<file path="config.mk">
export PLATFORM = sky130hd
export DESIGN_NAME = sadc_control
export DESIGN_NICKNAME = d
export VERILOG_FILES = /design/src/rtl/sadc_pkg.sv /design/src/rtl/sadc_step_timer.sv /design/src/rtl/sadc_control.sv
export SDC_FILE = /design/constraint.sdc
export NUM_CORES = 1
export LEC_CHECK = 0
export BUFFER_PORTS_ARGS = -buffer_cell sky130_fd_sc_hd__buf_2
export CAP_MARGIN = 20
export CORE_ASPECT_RATIO = 1.5
export CORE_MARGIN = 4
export CORE_UTILIZATION = 30
export DETAILED_ROUTE_END_ITERATION = 8
export SYNTH_ARGS = -nofsm -noshare
export SYNTH_HDL_FRONTEND = slang
export SYNTH_SLANG_ARGS = --single-unit
</file>
<file path="constraint.sdc">
create_clock -name clk -period 6.4 [get_ports clk]
set_clock_uncertainty 0.05 [all_clocks]
set_input_delay 0.96 -clock clk [delete_from_list [all_inputs] [get_ports clk]]
set_output_delay 0.96 -clock clk [all_outputs]
set_load 0.02 [all_outputs]
</file>
<file path="src/rtl/sadc_pkg.sv">
// Package for the 10-bit successive-approximation converter control block.
// Assumes one 50 MHz clock and byte-wide register access from the core.
package sadc_pkg;
  // Register byte addresses
  localparam logic [15:0] RESULT_LO_ADDR  = 16'hff14;
  localparam logic [15:0] RESULT_HI_ADDR  = 16'hff15;
  localparam logic [15:0] MODE_ADDR       = 16'hff80;
  localparam logic [15:0] CHANNEL_ADDR    = 16'hff84;
  // Reset values
  localparam logic [15:0] RESULT_RESET    = 16'h0000;
  localparam logic [7:0]  MODE_RESET      = 8'h00;
  localparam logic [7:0]  CHANNEL_RESET   = 8'h00;
  // Field positions
  localparam int          ENABLE_BIT      = 7;
  localparam int          TIME_SEL_LSB    = 3;
  localparam int          RESULT_LSB      = 6;
  localparam int          SAR_BITS        = 10;
  // Conversion-time codes and their lengths in clock cycles
  localparam logic [2:0]  TIME_CODE_144   = 3'h0;
  localparam logic [2:0]  TIME_CODE_120   = 3'h1;
  localparam logic [2:0]  TIME_CODE_96    = 3'h2;
  localparam logic [2:0]  TIME_CODE_72    = 3'h4;
  localparam logic [7:0]  CYCLES_144      = 8'h90;
  localparam logic [7:0]  CYCLES_120      = 8'h78;
  localparam logic [7:0]  CYCLES_96       = 8'h60;
  localparam logic [7:0]  CYCLES_72       = 8'h48;
  // Highest legal channel code
  localparam logic [2:0]  CHANNEL_MAX     = 3'h5;
  // Sequencer states
  typedef enum logic [2:0] {
    SADC_IDLE   = 3'b001,
    SADC_SAMPLE = 3'b010,
    SADC_DECIDE = 3'b100
  } sadc_state_t;
endpackage

</file>
<file path="src/rtl/sadc_step_timer.sv">
// Step timer: one-cycle enable at the end of each phase of a conversion.
// Assumes the caller presents the next phase length when the count reaches zero; it reloads itself.
`timescale 1ns/10ps
module sadc_step_timer #(
  parameter int WIDTH = 8
) (
  input  wire logic             clk,
  input  wire logic             reset,
  input  wire logic             restart,
  input  wire logic [WIDTH-1:0] length,
  output logic                  tick
);
  logic [WIDTH-1:0] count_q;
  logic [WIDTH-1:0] count_d;

  // Counts down from length-1; restart wins over the running count
  always_comb begin
    if (restart || count_q == '0) begin
      count_d = length - WIDTH'(1);
    end else begin
      count_d = count_q - WIDTH'(1);
    end
  end

  always_ff @(posedge clk or posedge reset) begin
    if (reset) begin
      count_q <= '0;
    end else begin
      count_q <= count_d;
    end
  end

  assign tick = !restart && (count_q == '0);
endmodule

</file>
<file path="src/rtl/sadc_control.sv">
// Converter control: mode, channel and result registers plus the sequencer.
// Assumes a byte bus from the core and a comparator that settles in one step.
//
// Summary of operation
// - Result register is sixteen bits; its six low bits always read zero.
// - End of conversion copies the approximation left-justified into the result.
// - Reset clears the result register to zero.
// - Mode register resets to zero; bit 7 enables conversion.
// - Mode bits 5 to 3 choose 144, 120, 96 or 72 cycles.
// - First result after enabling may be invalid and is discarded.
// - Channel register resets to zero; low three bits pick inputs zero to five.
// - Sample the input first, then hold until the conversion ends.
// - Start with bit 9 set at the half tap; keep it if input not below.
// - Each lower bit is tried, tap from decided bits, kept if input not below.
// - After bit 0, latch the result and raise the end request together.
// - Convert back to back while enabled; a mode or channel write restarts the conversion.
// - A result read at end of conversion wins; the new result lands after.
// - A mode or channel write at end of conversion drops the result and request.
`timescale 1ns/10ps
module sadc_control #(
  parameter int STEP_CYCLES_MAX = 8
) (
  input  wire logic        clk,
  input  wire logic        reset,
  input  wire logic [15:0] bus_addr,
  input  wire logic        bus_write,
  input  wire logic        bus_read,
  input  wire logic [7:0]  bus_wdata,
  output logic      [7:0]  bus_rdata,
  input  wire logic        comparator_above,
  output logic      [9:0]  tap_select,
  output logic      [2:0]  channel_select,
  output logic             sample_enable,
  output logic             conversion_end_irq
);
  sadc_pkg::sadc_state_t state_q, state_d;
  logic [7:0]  mode_q, mode_d;
  logic [7:0]  chan_q, chan_d;
  logic [9:0]  sar_q, sar_d;
  logic [9:0]  trial_q, trial_d;
  logic [15:0] result_q, result_d;
  logic [9:0]  pend_q, pend_d;
  logic        pend_valid_q, pend_valid_d;
  logic        irq_q, irq_d;
  logic        ctrl_write, result_read, done, restart, tick;
  logic [7:0]  total_cycles, step_len, sample_len;

  // Decode of the conversion-time code into cycles
  function automatic logic [7:0] time_cycles(input logic [2:0] code);
    unique case (code)
      sadc_pkg::TIME_CODE_120: time_cycles = sadc_pkg::CYCLES_120;
      sadc_pkg::TIME_CODE_96:  time_cycles = sadc_pkg::CYCLES_96;
      sadc_pkg::TIME_CODE_72:  time_cycles = sadc_pkg::CYCLES_72;
      default:                 time_cycles = sadc_pkg::CYCLES_144;
    endcase
  endfunction

  // Prohibited codes fall back to the longest time, the safe side of 14 us
  assign total_cycles = time_cycles(mode_q[sadc_pkg::TIME_SEL_LSB +: 3]);
  // Eleven equal shares: sampling takes one share plus the remainder, each bit one share.
  // Summing back to the selected count keeps the period exact for every legal code.
  assign step_len     = total_cycles / 8'(sadc_pkg::SAR_BITS + 1);
  assign sample_len   = total_cycles - 8'(step_len * 8'(sadc_pkg::SAR_BITS));

  assign ctrl_write  = bus_write &&
                       (bus_addr == sadc_pkg::MODE_ADDR || bus_addr == sadc_pkg::CHANNEL_ADDR);
  assign result_read = bus_read &&
                       (bus_addr == sadc_pkg::RESULT_LO_ADDR || bus_addr == sadc_pkg::RESULT_HI_ADDR);
  assign done        = (state_q == sadc_pkg::SADC_DECIDE) && tick && trial_q[0];
  // Tick stays out of restart: tick depends on restart, and the timer reloads itself at zero
  assign restart     = ctrl_write || state_q == sadc_pkg::SADC_IDLE;

  sadc_step_timer #(
    .WIDTH (8)
  ) u_timer (
    .clk     (clk),
    .reset   (reset),
    .restart (restart),
    .length  ((state_d == sadc_pkg::SADC_SAMPLE) ? sample_len : step_len),
    .tick    (tick)
  );

  // Registers, sequencer and result path
  always_comb begin
    mode_d       = mode_q;
    chan_d       = chan_q;
    state_d      = state_q;
    sar_d        = sar_q;
    trial_d      = trial_q;
    result_d     = result_q;
    pend_d       = pend_q;
    pend_valid_d = pend_valid_q;
    irq_d        = 1'b0;
    // A pending result lands once no read competes
    if (pend_valid_q && !result_read) begin
      result_d     = {pend_q, 6'h00};
      pend_valid_d = 1'b0;
    end
    if (bus_write && bus_addr == sadc_pkg::MODE_ADDR) begin
      mode_d = bus_wdata;
    end
    if (bus_write && bus_addr == sadc_pkg::CHANNEL_ADDR) begin
      chan_d = bus_wdata;
    end
    if (ctrl_write) begin
      // Writes abort and restart; they win over end of conversion
      state_d = mode_d[sadc_pkg::ENABLE_BIT] ? sadc_pkg::SADC_SAMPLE
                                             : sadc_pkg::SADC_IDLE;
      sar_d   = '0;
      trial_d = '0;
    end else begin
      unique case (state_q)
        sadc_pkg::SADC_IDLE: begin
          if (mode_q[sadc_pkg::ENABLE_BIT]) begin
            // First conversion gets a full sample phase; software still drops it
            state_d = sadc_pkg::SADC_SAMPLE;
          end
        end
        sadc_pkg::SADC_SAMPLE: begin
          if (tick) begin
            state_d = sadc_pkg::SADC_DECIDE;
            sar_d   = 10'h200;
            trial_d = 10'h200;
          end
        end
        sadc_pkg::SADC_DECIDE: begin
          if (tick) begin
            // Keep or drop the trial bit, then try the next one
            sar_d = comparator_above ? sar_q : (sar_q & ~trial_q);
            if (trial_q[0]) begin
              if (result_read) begin
                pend_d       = sar_d;
                pend_valid_d = 1'b1;
              end else begin
                result_d = {sar_d, 6'h00};
              end
              irq_d   = 1'b1;
              state_d = sadc_pkg::SADC_SAMPLE;
              trial_d = '0;
            end else begin
              trial_d = trial_q >> 1;
              sar_d   = sar_d | (trial_q >> 1);
            end
          end
        end
      endcase
    end
  end

  always_ff @(posedge clk or posedge reset) begin
    if (reset) begin
      state_q      <= sadc_pkg::SADC_IDLE;
      mode_q       <= sadc_pkg::MODE_RESET;
      chan_q       <= sadc_pkg::CHANNEL_RESET;
      sar_q        <= '0;
      trial_q      <= '0;
      result_q     <= sadc_pkg::RESULT_RESET;
      pend_q       <= '0;
      pend_valid_q <= 1'b0;
      irq_q        <= 1'b0;
    end else begin
      state_q      <= state_d;
      mode_q       <= mode_d;
      chan_q       <= chan_d;
      sar_q        <= sar_d;
      trial_q      <= trial_d;
      result_q     <= result_d;
      pend_q       <= pend_d;
      pend_valid_q <= pend_valid_d;
      irq_q        <= irq_d;
    end
  end

  // Read mux; result low bits are forced zero
  always_comb begin
    unique case (bus_addr)
      sadc_pkg::RESULT_LO_ADDR: bus_rdata = {result_q[7:sadc_pkg::RESULT_LSB], 6'h00};
      sadc_pkg::RESULT_HI_ADDR: bus_rdata = result_q[15:8];
      sadc_pkg::MODE_ADDR:      bus_rdata = mode_q;
      sadc_pkg::CHANNEL_ADDR:   bus_rdata = chan_q;
      default:                  bus_rdata = 8'h00;
    endcase
  end

  assign tap_select         = sar_q;
  assign channel_select     = chan_q[2:0];
  assign sample_enable      = state_q == sadc_pkg::SADC_SAMPLE;
  assign conversion_end_irq = irq_q;

  // Register, sequencer and result path checks
  result_zero_a: assert property (@(posedge clk) disable iff (reset)
    result_q[5:0] == 6'h00) else $error("result low bits not zero");
  start_msb_a: assert property (@(posedge clk) disable iff (reset)
    (state_q == sadc_pkg::SADC_SAMPLE && tick && !ctrl_write) |=> sar_q == 10'h200)
    else $error("approximation did not start at bit 9");
  hold_phase_a: assert property (@(posedge clk) disable iff (reset)
    state_q == sadc_pkg::SADC_DECIDE |-> !sample_enable)
    else $error("sampling during decision");
  hold_until_end_a: assert property (@(posedge clk) disable iff (reset)
    (state_q == sadc_pkg::SADC_DECIDE && !done && !ctrl_write) |=> !sample_enable)
    else $error("hold released before the last bit");
  irq_pulse_a: assert property (@(posedge clk) disable iff (reset)
    conversion_end_irq |=> !conversion_end_irq) else $error("request longer than a cycle");
  write_wins_a: assert property (@(posedge clk) disable iff (reset)
    ctrl_write |=> !conversion_end_irq) else $error("request after write");
  disabled_idle_a: assert property (@(posedge clk) disable iff (reset)
    (ctrl_write && !mode_d[sadc_pkg::ENABLE_BIT]) |=> state_q == sadc_pkg::SADC_IDLE)
    else $error("disable did not stop");
  back_to_back_a: assert property (@(posedge clk) disable iff (reset)
    (done && !ctrl_write) |=> sample_enable)
    else $error("no new conversion after the end");
  read_first_a: assert property (@(posedge clk) disable iff (reset)
    (done && result_read && !ctrl_write) |=> $stable(result_q))
    else $error("result changed under read");
  pend_land_a: assert property (@(posedge clk) disable iff (reset)
    (pend_valid_q && !result_read && !done) |=> result_q[15:6] == $past(pend_q))
    else $error("held result did not land");
  latch_end_a: assert property (@(posedge clk) disable iff (reset)
    (done && !result_read && !ctrl_write) |=> conversion_end_irq && result_q[15:6] == sar_q)
    else $error("result not latched with request");
  channel_reg_a: assert property (@(posedge clk) disable iff (reset)
    (bus_write && bus_addr == sadc_pkg::CHANNEL_ADDR) |=> chan_q == $past(bus_wdata))
    else $error("channel write lost");
endmodule

</file>
==> impl_metrics.csv <==
group,metric,value,unit
detailed_routing,residual_antenna_violating_net_count_after_detailed_routing,0,
pwr,power.share.clock,39.6,%
global_route,number_of_global_route_vias_before_repair,3399,
synthesis,synth_compound_area_share,20.7,%
clocking,cts_post_setup_buffers_inserted,0,
setup_path,critical_path.max_stage_delay,0.63,ns
run_status,status,"finished clean",
synthesis,synth_adder_area_share,2.21,%
global_route,pin_count_of_the_biggest_net_entering_global_routing,70,
synthesis,synth_nets,457,
sta,whs,0.432,ns
setup_path,crit_path_start,"mode_q[5]$_DFFE_PP0P_",
pwr,switching_power,0.321,mW
clocking,clk_latency,0.33,ns
detailed_routing,routed_via_density,5.37,
sta,finalCriticalPeriod,5.87,ns
job,max_cap_viol_count,0,
clocking,cts_root_buffer,"sky130_fd_sc_hd__clkbuf_16",
synthesis,synth_top_family_by_area,"compound AO/OA/AOI/OAI gates",
setup_path,worstSetupStartpointType,"flop",
setup_path,crit_end,"u_timer.count_q[6]$_DFF_PP0_",
die,core.rowCount,51,
clocking,tritoncts.num_buffers,9,
synthesis,synth.area.mux_share,7.86,%
sta,worst_slew_pin_slew,0.878,ns
pwr,p_per_area,249,mW/mm^2
die,floorplan.die_area,0.0151,mm^2
setup_path,worstReg2RegStart,"mode_q[5]$_DFFE_PP0P_",
sta,setup_viol,0,
clocking,htree_levels,3,
setup_path,cp_common_cell,"sky130_fd_sc_hd__ha_1",
final_layout,synthToLayoutAreaGrowth,16.1,%
global_route,grt_antenna_before_repair,1,
detailed_routing,detailedRoute.firstIterationViolations,184,
synthesis,area_share_of_the_largest_cell_type_after_synthesis,42.9,%
pwr,sequentialPowerShare,45.7,%
pwr,p_sw_share,27.9,%
setup_path,crit-reg2reg-capture,"u_timer.count_q[6]$_DFF_PP0_",
die,core-area,0.0130,mm^2
die,io-pin-count,52,
min_path,min_from,"pend_q[4]$_DFFE_PP0P_",
synthesis,ys_ff_latch,69,
setup_path,setup.reg_to_reg.worst_slack,0.53,ns
sta,finalHoldViolations,0,
synthesis,synth_flop_type,"sky130_fd_sc_hd__dfrtp_1",
clocking,clk_pin_slew_worst_paths,0.06,ns
setup_path,cp_max_fo,16,
clocking,cts.sinks,69,
pwr,irDropWorstVdd,0.000184,V
detailed_routing,postRouteWirelength,10300,um
synthesis,synth_sequential_area_ratio,43.6,%
clocking,clock_tree.buffer_depth,2,
sta,maxClockFrequency,170,MHz
die,die_w,102,um
synthesis,synth-simple-area-share,18.3,%
synthesis,syn-mean-instance-area,9.41,um^2
global_route,grt_util_all_layers,14.2,%
detailed_routing,drt_pass1_iterations,5,
place,preCtsSetupSlack,0.561,ns
pwr,power_leakage,2.16,nW
setup_path,crit_chain,"nor2b_1 > and2_1 > inv_1 > ha_1 > nand2b_1 > xnor2_1 > buf_4 > nor3_1 > a21oi_1 > a2bb2oi_1 > o31ai_1 > ha_1 > xor2_1 > nor4b_1 > nor4_1 > o21ai_0 > nor3b_1 > ha_1 > a222oi_1 > nand3_1 > or3_1 > xnor2_1 > a21o_1",
global_route,global_route_wire_length_before_repair,17000,um
place,portBuffers,51,
synthesis,synth.most_common_cell,"sky130_fd_sc_hd__dfrtp_1",
synthesis,synthTopCellsByCount,"sky130_fd_sc_hd__dfrtp_1, sky130_fd_sc_hd__o21ai_0, sky130_fd_sc_hd__nand2_1, sky130_fd_sc_hd__a21oi_1",
place,detailedPlacementHpwl,7680,um
min_path,min_delay_path_depth,2,
final_layout,fillers,1358,
place,placedCellCount,609,
sta,setup_tns,0,ns
final_layout,multi_input_gate_area_in_the_final_layout,0.00205,mm^2
final_layout,post-route-util,35.5,%
final_layout,layout.area.seq,0.00173,mm^2
sta,drv_slew,0,
clocking,post_cts_resize_count,0,
pwr,cell_internal_pwr,0.827,mW
synthesis,mapped_cells,421,
sta,post-route-worst-setup-slack,0.534,ns
min_path,worstHoldPathType,"reg2reg",
synthesis,async_set_or_reset_register_ratio_after_synthesis,100,%
setup_path,setup.worst_path.class,"reg2reg",
final_layout,post_route_cells_drive_above_1_share,21.5,%
clocking,tritoncts,"yes",
synthesis,ys.warnings.count,0,
pwr,combPwrFrac,14.7,%
synthesis,syn-cell-area,0.00396,mm^2
setup_path,cp-end-kind,"flop",
synthesis,netlist_top_cells_area,"sky130_fd_sc_hd__dfrtp_1, sky130_fd_sc_hd__o21ai_0, sky130_fd_sc_hd__mux2_2",
synthesis,yosysUniqueCellTypes,60,
detailed_routing,remaining_drc_errors,0,
synthesis,xor_xnor_fraction_of_synth_area,2.65,%
die,start_util,30.6,%
sta,relSlewSlack,41.5,%
synthesis,synth-edff-count,0,
global_route,overflow,0,
setup_path,worst_ep_arrival_time,6.04,ns
final_layout,num-nets-final,498,
setup_path,worst_r2r_path_depth,23,
detailed_routing,wl_per_cell,16.5,um
setup_path,timing.critical_path.required,6.57,ns
final_layout,final-instance-count-excl-fill,624,
place,finalWeightedCongestion,0.908,
synthesis,synthDominantAreaCellType,"sky130_fd_sc_hd__dfrtp_1",
final_layout,num_antenna_cells,0,
sta,min_period_over_period,91.7,%
clocking,ctsHoldBuffers,0,
die,die_height,149,um
detailed_routing,routed-via-count,3351,
sta,grt_setup_unrepaired,"no",
setup_path,critical_path_top_delay_cell,"sky130_fd_sc_hd__dfrtp_1",
==> sequential cells by signal, indices dropped and copies added, names as in the netlist <==
signal	count
chan_q	8
conversion_end_irq	1
mode_q	8
pend_q	10
pend_valid_q	1
result_q	10
state_q	3
tap_select	10
trial_q	10
u_timer.count_q	8
==> per-stage QoR <==
stage | area (um^2) | total power [mW]
floorplan | 3960 | 0.634
global placement | 4330 | 0.697
detailed placement | 4330 | 0.700
CTS | 4600 | 1.16
global route | 4600 | 1.20
finish | 4600 | 1.15
==> worst min-delay path by stage <==
stage                            endpoint  slack, ns
finish              pend_q[4]$_DFFE_PP0P_       0.43
global route        pend_q[6]$_DFFE_PP0P_       0.45
CTS                 pend_q[6]$_DFFE_PP0P_       0.44
detailed placement  pend_q[6]$_DFFE_PP0P_       0.42
global placement    pend_q[1]$_DFFE_PP0P_       0.41
floorplan           pend_q[0]$_DFFE_PP0P_       0.40
==> power groups by stage <==
| stage | clock [mW] | combinational, mW | sequential (mW) |
|---|---|---|---|
| after CTS | 0.466 | 0.172 | 0.523 |
| after global placement | 0 | 0.168 | 0.530 |
| after global routing | 0.480 | 0.189 | 0.532 |
| final | 0.455 | 0.169 | 0.524 |
| after detailed placement | 0 | 0.171 | 0.529 |
| after floorplan | 0 | 0.103 | 0.531 |
==> layer usage <==
metal | vias to the layer above | global-route usage, % | share of wire (%)
met3 | 13 | 1.68 | 4.9
met2 | 97 | 24.5 | 51
met4 | 0 | 5.71 | 1.7
met5 | - | 0 | 0
li1 | 1602 | - | -
met1 | 1639 | 17.9 | 42
==> final cells by class <==
type	instances	area share, %
repair buffers	55	6.14
clock buffers	12	5.57
well taps	159	4.32
flip-flops and latches	69	37.5
clock inverters	2	0.218
inverters	21	1.71
multi-input cells	306	44.5
==> kinds of logic after synthesis <==
group,count (synthesis)
flops,69
compound gates,127
simple gates,131
buf+inv,46
mux,29
xor+xnor,12
fa+ha+maj,7
==> layout by cell type, fill, tap and decap left out, types with 3 or more instances in the layout <==
| master | Yosys | final |
|---|---|---|
| sky130_fd_sc_hd__buf_2 | 0 | 52 |
| sky130_fd_sc_hd__xnor2_1 | 8 | 8 |
| sky130_fd_sc_hd__buf_4 | 4 | 3 |
| sky130_fd_sc_hd__o31ai_1 | 4 | 4 |
| sky130_fd_sc_hd__mux2_2 | 17 | 17 |
| sky130_fd_sc_hd__a211oi_1 | 14 | 14 |
| sky130_fd_sc_hd__a22o_1 | 16 | 16 |
| sky130_fd_sc_hd__o21a_1 | 3 | 3 |
| sky130_fd_sc_hd__nand2_1 | 41 | 41 |
| sky130_fd_sc_hd__or2_2 | 3 | 3 |
| sky130_fd_sc_hd__inv_1 | 21 | 20 |
| sky130_fd_sc_hd__nand2b_1 | 4 | 4 |
| sky130_fd_sc_hd__clkbuf_16 | 0 | 9 |
| sky130_fd_sc_hd__a21oi_1 | 22 | 22 |
| sky130_fd_sc_hd__nor3b_1 | 6 | 6 |
| sky130_fd_sc_hd__nor2_1 | 21 | 21 |
| sky130_fd_sc_hd__dfrtp_1 | 68 | 68 |
| sky130_fd_sc_hd__and2_1 | 3 | 3 |
| sky130_fd_sc_hd__nor3_1 | 7 | 7 |
| sky130_fd_sc_hd__ha_1 | 7 | 7 |
| sky130_fd_sc_hd__nand3_1 | 4 | 4 |
| sky130_fd_sc_hd__and3_1 | 4 | 4 |
| sky130_fd_sc_hd__o22ai_1 | 3 | 3 |
| sky130_fd_sc_hd__nor4_1 | 3 | 3 |
| sky130_fd_sc_hd__o21ai_0 | 44 | 44 |
| sky130_fd_sc_hd__a21o_1 | 3 | 3 |
| sky130_fd_sc_hd__nor2b_1 | 13 | 13 |
| sky130_fd_sc_hd__xor2_1 | 4 | 4 |
| sky130_fd_sc_hd__mux2i_1 | 12 | 12 |
| sky130_fd_sc_hd__o21ai_1 | 3 | 3 |
==> critical path, delay by kind of cell, from the launching register on <==
kind | cells | cell delay (ns)
buffers and inverters | 2 | 0.31
adders and majority gates | 3 | 0.77
AOI/OAI and AO/OA | 6 | 1.27
xor gates and xnor gates | 3 | 0.42
DFF | 1 | 0.63
and+or+nand+nor | 9 | 2.28
Note: power is estimated with default switching activity, not from simulation.
